## src/hdl/gmch_pkg.sv

```systemverilog
package gmch_pkg;
    localparam logic [7:0] GMCH_TERM = 8'h0D;
    localparam logic [7:0] GMCH_CH_N = 8'h4E;
    localparam logic [7:0] GMCH_CH_I = 8'h49;
    localparam logic [7:0] GMCH_CH_C = 8'h43;
    localparam logic [7:0] GMCH_CH_R = 8'h52;
    localparam int GMCH_WORD_LEN = 11;
    localparam logic [87:0] GMCH_MAINT_WORD = 88'h534552564943454D4F4445;
    localparam logic [3:0] GMCH_MATCH_RST = 4'h0;
    localparam logic [15:0] GMCH_LAT_RST = 16'h0000;
    localparam logic [7:0] GMCH_STATUS_RST = 8'h00;
    localparam logic [23:0] GMCH_ANGLE_RST = 24'h000000;

    typedef enum logic [2:0] {
        GMCH_DG_MEAS,
        GMCH_DG_PART,
        GMCH_DG_SERIAL,
        GMCH_DG_CONFIG,
        GMCH_DG_INFO
    } gmch_dg_kind_t;

    typedef enum logic [1:0] {
        GMCH_MODE_INIT,
        GMCH_MODE_NORMAL,
        GMCH_MODE_MAINT
    } gmch_mode_t;

    typedef struct packed {
        logic [7:0] data;
        logic last;
    } gmch_beat_t;
endpackage

```

## src/hdl/gmch_link_if.sv

```systemverilog
`timescale 1ns/100ps
`default_nettype none
interface gmch_link_if;
    logic cmd_valid;
    logic [7:0] cmd_byte;
    logic cmd_ready;
    logic tx_valid;
    logic [7:0] tx_byte;
    logic tx_last;
    logic tx_ready;
    modport device (
        input cmd_valid, cmd_byte, tx_ready,
        output cmd_ready, tx_valid, tx_byte, tx_last
    );
    modport host (
        output cmd_valid, cmd_byte, tx_ready,
        input cmd_ready, tx_valid, tx_byte, tx_last
    );
endinterface
`default_nettype wire

```

## src/hdl/gmch_device.sv

```systemverilog
`timescale 1ns/100ps
`default_nettype none
// Functional notes
// RL1: latency is unsigned 16-bit microsecond count
// RL2: latency sent upper byte first
// RL3: latency only in external-trigger datagrams
// RL4: maintenance entry sends info listing immediately
// RL5: sampling continues during maintenance mode
// RL6: no measurement datagrams in maintenance; discarded
// RL7: external reset in maintenance reloads config
// RL8: exit command parameter picks init or normal
// RL9: exit to normal keeps unsaved config changes
// RL10: each self-check failure sets own bit
// RL11: status bits describe current datagram only
// RL12: host sends normal commands upper case
// RL13: five normal commands decoded
// RL14: commands execute only on terminator
// RL15: no echo, no error messages
// RL16: partial or wrong sequences do nothing
// RL17: special datagram replaces next measurement
// RL18: increment dropped after special datagram
// RL19: reset command does full unit reset
// RL20: finish current datagram before maintenance
// RL21: increment covers all samples since last
// RL22: matcher restarts on non-extending character
module gmch_device
    import gmch_pkg::*;
(
    input wire logic clock_i,
    input wire logic rst_n_i,
    input wire logic clk_en_i,
    gmch_link_if.device link,
    input wire logic sample_valid_i,
    input wire logic [23:0] sample_angle_i,
    input wire logic [7:0] check_fail_i,
    input wire logic ext_trigger_i,
    input wire logic [15:0] latency_us_i,
    input wire logic incr_angle_mode_i,
    input wire logic maint_exit_i,
    input wire logic maint_exit_to_normal_i,
    input wire logic cfg_loaded_i,
    output logic unit_reset_o,
    output logic cfg_reload_o,
    output logic [1:0] mode_o,
    output logic maint_active_o
);
    typedef struct packed {
        gmch_mode_t mode;
        logic [3:0] match;
        logic word_ok;
        logic [7:0] cmd;
        logic cmd_pend;
        logic pend_maint;
        gmch_dg_kind_t pend_kind;
        logic pend_special;
        logic drop_incr;
        logic [23:0] accum;
        logic busy;
        gmch_dg_kind_t kind;
        logic [2:0] idx;
        logic [7:0] status;
        logic [15:0] lat;
        logic [23:0] angle;
        logic ext;
        gmch_beat_t [1:0] buf_e;
        logic [1:0] buf_v;
        logic wr_sel;
        logic rd_sel;
        logic unit_reset;
        logic cfg_reload;
        logic maint;
    } gmch_dev_st_t;
    gmch_dev_st_t s_q, s_d;

    function automatic logic [2:0] gmch_len(input gmch_dg_kind_t k,
                                            input logic ext);
        case (k)
            GMCH_DG_MEAS: return ext ? 3'd6 : 3'd4; // [RL3]
            default: return 3'd2;
        endcase
    endfunction

    logic buf_full;
    logic in_ready;
    assign buf_full = &s_q.buf_v;
    assign in_ready = !buf_full;

    always_comb begin
        logic [7:0] c;
        logic [7:0] beat;
        logic special_set;
        c = link.cmd_byte;
        beat = 8'h00;
        special_set = 1'b0;
        s_d = s_q;
        s_d.unit_reset = 1'b0;
        s_d.cfg_reload = 1'b0;

        if (s_q.mode == GMCH_MODE_INIT && cfg_loaded_i) begin
            s_d.mode = GMCH_MODE_NORMAL;
        end

        // command matcher, no echo or error output [RL15]
        if (link.cmd_valid && s_q.mode == GMCH_MODE_NORMAL) begin
            if (c == GMCH_TERM) begin
                if (s_q.word_ok) begin
                    s_d.pend_maint = 1'b1; // [RL14] [RL13]
                end else if (s_q.cmd_pend) begin
                    case (s_q.cmd)
                        GMCH_CH_N: begin
                            special_set = 1'b1; // [RL17]
                            s_d.pend_kind = GMCH_DG_PART;
                        end
                        GMCH_CH_I: begin
                            special_set = 1'b1;
                            s_d.pend_kind = GMCH_DG_SERIAL;
                        end
                        GMCH_CH_C: begin
                            special_set = 1'b1;
                            s_d.pend_kind = GMCH_DG_CONFIG;
                        end
                        GMCH_CH_R: s_d.unit_reset = 1'b1; // [RL19]
                        default: ;
                    endcase
                end
                s_d.match = GMCH_MATCH_RST;
                s_d.word_ok = 1'b0;
                s_d.cmd_pend = 1'b0;
            end else begin
                // single letters valid only with matcher at reset and no letter pending [RL16]
                s_d.cmd_pend = (s_q.match == GMCH_MATCH_RST) &&
                    !s_q.cmd_pend && (c == GMCH_CH_N ||
                    c == GMCH_CH_I || c == GMCH_CH_C || c == GMCH_CH_R);
                s_d.cmd = c;
                s_d.word_ok = 1'b0;
                if (!s_q.word_ok && int'(s_q.match) < GMCH_WORD_LEN &&
                    c == GMCH_MAINT_WORD[8*(GMCH_WORD_LEN-1-
                        int'(s_q.match)) +: 8]) begin
                    s_d.match = s_q.match + 4'h1;
                    s_d.word_ok = int'(s_q.match) == GMCH_WORD_LEN - 1;
                end else begin
                    // restart; char may itself begin the word [RL22]
                    s_d.match = (c == GMCH_MAINT_WORD[87:80]) ?
                        4'h1 : GMCH_MATCH_RST;
                end
            end
        end

        // sampling keeps running in every mode [RL5]
        if (sample_valid_i) begin
            s_d.accum = s_q.accum + sample_angle_i; // [RL21]
        end

        // datagram start on a sample that arrives while no datagram is being built
        if (!s_q.busy && sample_valid_i) begin
            if (s_q.pend_maint) begin
                s_d.mode = GMCH_MODE_MAINT; // [RL20]
                s_d.pend_maint = 1'b0;
                s_d.busy = 1'b1;
                s_d.kind = GMCH_DG_INFO; // [RL4]
                s_d.idx = 3'd0;
            end else if (s_q.mode == GMCH_MODE_NORMAL) begin
                s_d.busy = 1'b1;
                s_d.idx = 3'd0;
                s_d.ext = ext_trigger_i;
                s_d.status = check_fail_i; // [RL10] [RL11]
                s_d.lat = latency_us_i; // [RL1]
                if (s_q.pend_special) begin
                    s_d.kind = s_q.pend_kind; // [RL17]
                    s_d.pend_special = 1'b0;
                    s_d.drop_incr = incr_angle_mode_i;
                end else begin
                    s_d.kind = GMCH_DG_MEAS;
                    s_d.angle = s_q.accum + sample_angle_i;
                    if (s_q.drop_incr) begin
                        s_d.angle = sample_angle_i; // [RL18]
                    end
                    s_d.drop_incr = 1'b0;
                end
                s_d.accum = GMCH_ANGLE_RST;
            end else begin
                s_d.accum = GMCH_ANGLE_RST; // [RL6]
            end
        end
        // a fresh request wins over the one being consumed
        if (special_set) begin
            s_d.pend_special = 1'b1; // [RL17]
        end

        // beat sequencer into the two-entry buffer
        if (s_q.busy && in_ready) begin
            case (s_q.kind)
                GMCH_DG_MEAS: begin
                    case (s_q.idx)
                        3'd0: beat = s_q.status;
                        3'd1: beat = s_q.angle[23:16];
                        3'd2: beat = s_q.angle[15:8];
                        3'd3: beat = s_q.angle[7:0];
                        3'd4: beat = s_q.lat[15:8]; // [RL2]
                        default: beat = s_q.lat[7:0];
                    endcase
                end
                default: beat = {5'h00, 3'(s_q.kind)} ^ {5'h00, s_q.idx};
            endcase
            s_d.buf_e[s_q.wr_sel].data = beat;
            s_d.buf_e[s_q.wr_sel].last =
                s_q.idx == gmch_len(s_q.kind, s_q.ext) - 3'd1;
            s_d.buf_v[s_q.wr_sel] = 1'b1;
            s_d.wr_sel = !s_q.wr_sel;
            s_d.idx = s_q.idx + 3'd1;
            if (s_q.idx == gmch_len(s_q.kind, s_q.ext) - 3'd1) begin
                s_d.busy = 1'b0;
            end
        end
        if (s_q.buf_v[s_q.rd_sel] && link.tx_ready) begin
            s_d.buf_v[s_q.rd_sel] = 1'b0;
            s_d.rd_sel = !s_q.rd_sel;
        end

        if (s_q.mode == GMCH_MODE_MAINT && maint_exit_i) begin
            s_d.mode = maint_exit_to_normal_i ? GMCH_MODE_NORMAL :
                GMCH_MODE_INIT; // [RL8] [RL9]
            s_d.cfg_reload = !maint_exit_to_normal_i;
        end
        if (s_d.unit_reset) begin
            s_d = '0; // [RL19]
            s_d.unit_reset = 1'b1;
            s_d.cfg_reload = 1'b1;
        end
        s_d.maint = s_d.mode == GMCH_MODE_MAINT;
    end

    always_ff @(posedge clock_i or negedge rst_n_i) begin
        if (!rst_n_i) begin
            s_q <= '0;
            s_q.cfg_reload <= 1'b1; // [RL7]
        end else if (clk_en_i) begin
            s_q <= s_d;
        end
    end

    assign link.cmd_ready = clk_en_i;
    assign link.tx_valid = s_q.buf_v[s_q.rd_sel];
    assign link.tx_byte = s_q.buf_e[s_q.rd_sel].data;
    assign link.tx_last = s_q.buf_e[s_q.rd_sel].last;
    assign unit_reset_o = s_q.unit_reset;
    assign cfg_reload_o = s_q.cfg_reload;
    assign mode_o = s_q.mode;
    assign maint_active_o = s_q.maint;
endmodule
`default_nettype wire

```

## src/flat_wrapper.sv

```systemverilog
// flat-port wrapper written by rule: the top's interface ports become plain ports
module gmch_device_flat import gmch_pkg::*;
  (clock_i, rst_n_i, clk_en_i, sample_valid_i, sample_angle_i, check_fail_i, ext_trigger_i, latency_us_i, incr_angle_mode_i, maint_exit_i, maint_exit_to_normal_i, cfg_loaded_i, unit_reset_o, cfg_reload_o, mode_o, maint_active_o, link_cmd_valid, link_cmd_byte, link_tx_ready, link_cmd_ready, link_tx_valid, link_tx_byte, link_tx_last);
  gmch_link_if link_i ();
  input wire logic clock_i;
  input wire logic rst_n_i;
  input wire logic clk_en_i;
  input wire logic sample_valid_i;
  input wire logic [23:0] sample_angle_i;
  input wire logic [7:0] check_fail_i;
  input wire logic ext_trigger_i;
  input wire logic [15:0] latency_us_i;
  input wire logic incr_angle_mode_i;
  input wire logic maint_exit_i;
  input wire logic maint_exit_to_normal_i;
  input wire logic cfg_loaded_i;
  output logic unit_reset_o;
  output logic cfg_reload_o;
  output logic [1:0] mode_o;
  output logic maint_active_o;
  input wire logic [$bits(link_i.cmd_valid)-1:0] link_cmd_valid;
  input wire logic [$bits(link_i.cmd_byte)-1:0] link_cmd_byte;
  input wire logic [$bits(link_i.tx_ready)-1:0] link_tx_ready;
  output wire logic [$bits(link_i.cmd_ready)-1:0] link_cmd_ready;
  output wire logic [$bits(link_i.tx_valid)-1:0] link_tx_valid;
  output wire logic [$bits(link_i.tx_byte)-1:0] link_tx_byte;
  output wire logic [$bits(link_i.tx_last)-1:0] link_tx_last;
  assign link_i.cmd_valid = link_cmd_valid;
  assign link_i.cmd_byte = link_cmd_byte;
  assign link_i.tx_ready = link_tx_ready;
  assign link_cmd_ready = link_i.cmd_ready;
  assign link_tx_valid = link_i.tx_valid;
  assign link_tx_byte = link_i.tx_byte;
  assign link_tx_last = link_i.tx_last;
  gmch_device u_core (.clock_i(clock_i), .rst_n_i(rst_n_i), .clk_en_i(clk_en_i), .link(link_i), .sample_valid_i(sample_valid_i), .sample_angle_i(sample_angle_i), .check_fail_i(check_fail_i), .ext_trigger_i(ext_trigger_i), .latency_us_i(latency_us_i), .incr_angle_mode_i(incr_angle_mode_i), .maint_exit_i(maint_exit_i), .maint_exit_to_normal_i(maint_exit_to_normal_i), .cfg_loaded_i(cfg_loaded_i), .unit_reset_o(unit_reset_o), .cfg_reload_o(cfg_reload_o), .mode_o(mode_o), .maint_active_o(maint_active_o));
endmodule
```

## config.mk

```make
export PLATFORM = sky130hd
export DESIGN_NAME = gmch_device_flat
export DESIGN_NICKNAME = d
export VERILOG_FILES = /design/src/hdl/gmch_pkg.sv /design/src/hdl/gmch_link_if.sv /design/src/hdl/gmch_device.sv /design/src/flat_wrapper.sv
export SDC_FILE = /design/constraint.sdc
export NUM_CORES = 1
export LEC_CHECK = 0
export BUFFER_PORTS_ARGS = -buffer_cell sky130_fd_sc_hd__buf_2
export CORE_MARGIN = 1
export CORE_UTILIZATION = 45
export CTS_CLUSTER_SIZE = 30
export DETAILED_ROUTE_END_ITERATION = 12
export GPL_ROUTABILITY_DRIVEN = 0
export HOLD_SLACK_MARGIN = 0.06
export SLEW_MARGIN = 30
export SYNTH_ARGS = -nofsm -noshare
export SYNTH_HDL_FRONTEND = slang
export SYNTH_SLANG_ARGS = --single-unit
export TNS_END_PERCENT = 50
```

## constraint.sdc

```tcl
create_clock -name clock_i -period 6.3 [get_ports clock_i]
set_input_delay 1.26 -clock clock_i [delete_from_list [all_inputs] [get_ports clock_i]]
set_output_delay 1.26 -clock clock_i [all_outputs]
set_load 0.05 [all_outputs]
```

==> results.toml <==
[power]
leakagePower_nw = 3.89
combPwrFrac = 0.414
internal_power_mw = 2.36
p_per_area_mw_per_mm2 = 456
power_frac_seq = 0.334
vdd_drop_max_mv = 0.250
pwr-share-clk = 0.251
p_total_mw = 3.93
switchingPower_mw = 1.56
swShare = 0.398

[grt]
grt.total_usage = 0.239
grt_pass1_wl_mm = 31.4
grt_max_degree = 72
grt-ovfl-total = 0
first_global_vias = 6063
antenna_found_initial = 1

[floorplanning]
dieArea_mm2 = 0.0171
core_mm2 = 0.0161
fp.dieW_um = 131
die_h_um = 131
io_pins = 83
start_util = 0.465
fp-row-count = 46

[sta]
fin_skew_ps = 7.74
slew_violations = 0
hold_violations = 0
min_period_over_period = 0.578
setup_viol = 0
setup_tns_ps = 0
rsz0062_at_grt = "no"
max-slew-margin-rel = 0.384
fin_crit_ps = 3640
max_freq_mhz = 275
worstMarginPinSlew_ps = 917

[clock_tree]
hold_buffers = 0
cts_setup_buffers = 0
cts_tree = "yes"
cts_inserted_buffers = 17
ctsResizeCount = 0
ctsRootBufferMaster = "clkbuf_16"
clock-sinks = 126
clk_path_buf_depth = 2
path_clk_slew_ps = 60
h-tree-depth = 4
clock_latency_ps = 420

[worst_hold_path]
hold_class = "reg -> reg"
hp-start = "u_core.s_q[11]$_DFFE_PN0P_"

[drt]
wl_mm = 19.5
post_drt_wl_per_cell_um = 17.9
first_pass_iters = 6
post-route-drc-count = 0
drt_iter0_drc = 496
via_per_inst = 5.84
antenna_left = 0
num_vias = 6366

[final_layout]
nets = 961
syn2layout_area_growth_pct = 15.3
fillCellCount = 1424
drive_above_1_share = 0.168

[synthesis]
ys_async_sr_fraction = 1.00
yosys.area.top_type = "dfrtp_1"
ys.flop_type = "dfrtp_1"
yosysWarnings = 0
synth_cell_types = 69
syn_inst = 798
ys_ff_latch = 126
synth.top_cells.by_area = "dfrtp_1 (42%), a22o_1 (5.4%), ha_1 (5.2%)"
synth-edff-count = 0
syn-num-nets = 897
ys_seq_area_frac = 0.422
synthesis.area_mm2 = 0.00747
syn_area_per_cell_um2 = 9.36
synth_top_area_frac = 0.419

[worst_setup_path]
arrival_ps = 3920
crit_slowest_cell = "nor2_2"
rr_startpoint = "u_core.s_q[121]$_DFFE_PN0P_"
slowest_delay_ps = 490
cp.required_ps = 6580
cp_cell_sequence = "buf_2 -> or3b_1 -> nor4_4 -> nand3_2 -> nor2_2 -> nor2_1 -> and3_1 -> inv_1 -> o21ai_0"
end_kind = "flip-flop"
path_max_fanout = 15
critPathLaunch = "link_cmd_byte[0]"
path_class = "in -> reg"
startpoint_type = "primary input"
crit_family = "simple AND/OR/NAND/NOR gates"
cp_num_buf_inv = 2

[run]
drv_cap = 0

[status]
run_status = "finished clean"

[place]
place_hpwl_mm = 14.0
io_buffer_count = 82
[cell type report]
| class | count | area [um2] | share of cell area |
|---|---|---|---|
| multi-input cells | 610 | 4060 | 0.472 |
| well taps | 216 | 270 | 0.0314 |
| diodes | 1 | 2.50 | 0.000291 |
| clock buffers | 20 | 447 | 0.0519 |
| inverters | 19 | 71.3 | 0.00828 |
| clock inverters | 11 | 143 | 0.0166 |
| repair buffers | 88 | 462 | 0.0536 |
| flip-flops and latches | 126 | 3150 | 0.366 |
[per-layer routing]
layer  vias up  wire [um]  global-route usage
met5         -          0                   0
met4         0        296              0.0764
li1       3081          -                   -
met2       165       9090               0.370
met1      3094       9310               0.338
met3        26        798              0.0444
[state kept, by name (all words and copies together) (netlist names)]
register               cells
u_core.mode_o              2
u_core.maint_active_o      1
u_core.cfg_reload_o        1
u_core.s_q               121
u_core.unit_reset_o        1
[power by group through the flow]
| stage | combinational (mW) | clock [mW] | sequential, mW |
|---|---|---|---|
| after floorplan | 1.27 | 0 | 1.22 |
| after global placement | 1.58 | 0 | 1.31 |
| after detailed placement | 1.61 | 0 | 1.32 |
| after CTS | 1.62 | 1.00 | 1.31 |
| after global routing | 1.81 | 1.04 | 1.34 |
| final | 1.63 | 0.986 | 1.31 |
[path summary, 6_finish.rpt]
kind	depth (start not counted)	slack (ps)	endpoint
max in group asynchronous	2	4230	u_core.s_q[112]$_DFFE_PN0P_
min in group asynchronous	1	860	u_core.s_q[22]$_DFFE_PN0P_
worst max register to register	10	2990	u_core.s_q[121]$_DFFE_PN0P_
worst min-delay path	2	470	u_core.s_q[11]$_DFFE_PN0P_
worst min register to register	2	470	u_core.s_q[11]$_DFFE_PN0P_
worst max-delay path	9	2660	u_core.s_q[102]$_DFFE_PN0P_
[cells in the final DEF, fill, tap and decap left out, drive strengths merged, types with 4 or more instances in the layout]
cell type / instances
dfrtp: 125
nand2: 99
buf: 88
o21ai: 80
a22o: 46
a21oi: 41
nor2: 36
ha: 31
nand3: 24
xnor2: 22
clkbuf: 20
inv: 19
mux2: 18
nor2b: 16
o211ai: 15
a31oi: 15
a21o: 14
nor3: 11
mux2i: 11
nand2b: 10
o21a: 10
a22oi: 10
xor2: 9
and3: 9
a32oi: 7
and2: 6
nand3b: 6
o31ai: 6
clkinv: 6
or3: 5
a222oi: 5
nor3b: 4
or3b: 4
a211oi: 4
[stage by stage]
step                      hold WS, ps  instance area [um2]  utilization  setup WS (ps)  instances
after floorplan                   438                 7470            -           2870        798
after global placement            456                 8010        0.499           2130       1059
after detailed placement          466                 8010        0.499           1940       1059
after CTS                         479                 8600        0.536           2370       1090
after global routing              504                 8610        0.536           2390       1090
final                             472                 8610        0.536           2660       1091
[tightest hold or removal path, cell delays in order (launching register included)]
cell and delay [ps]:
dfrtp_1 330, nand2_1 40, o21ai_0 60
[synth_stat cells, drive strengths merged (2+ instances only)]
| library cell | n |
|---|---|
| nor3b | 4 |
| o2111ai | 2 |
| o31ai | 6 |
| nor4b | 2 |
| o211ai | 15 |
| a222oi | 5 |
| or2 | 3 |
| mux2 | 18 |
| o32ai | 2 |
| nand2b | 10 |
| inv | 19 |
| nor3 | 11 |
| a22o | 46 |
| or3 | 5 |
| a211o | 2 |
| buf | 16 |
| o21a | 10 |
| clkbuf | 27 |
| or3b | 4 |
| and3 | 9 |
| or4 | 2 |
| a21oi | 41 |
| dfrtp | 125 |
| xnor2 | 22 |
| and2 | 6 |
| o21ai | 80 |
| nand3 | 24 |
| a31oi | 15 |
| xor2 | 9 |
| nor2b | 16 |
| nand2 | 99 |
| a22oi | 10 |
| nand3b | 6 |
| nor4 | 3 |
| a32oi | 7 |
| a21o | 14 |
| mux2i | 11 |
| nor2 | 36 |
| a32o | 2 |
| and3b | 2 |
| a211oi | 4 |
| ha | 31 |
| o22ai | 2 |
[logic make-up (layout without fill, tap and decap cells)]
kind of cell / count (synthesis) / in the layout / share of synthesized area
compound gates: 271 / 271 / 0.243
xor+xnor: 31 / 31 / 0.0364
fa+ha+maj: 32 / 32 / 0.0546
buf+inv: 62 / 138 / 0.0350
flops: 126 / 126 / 0.422
mux: 29 / 29 / 0.0419
other cells: 0 / 1 / 0
simple gates: 247 / 247 / 0.166
No activity file was read; power rests on OpenSTA's default activity.
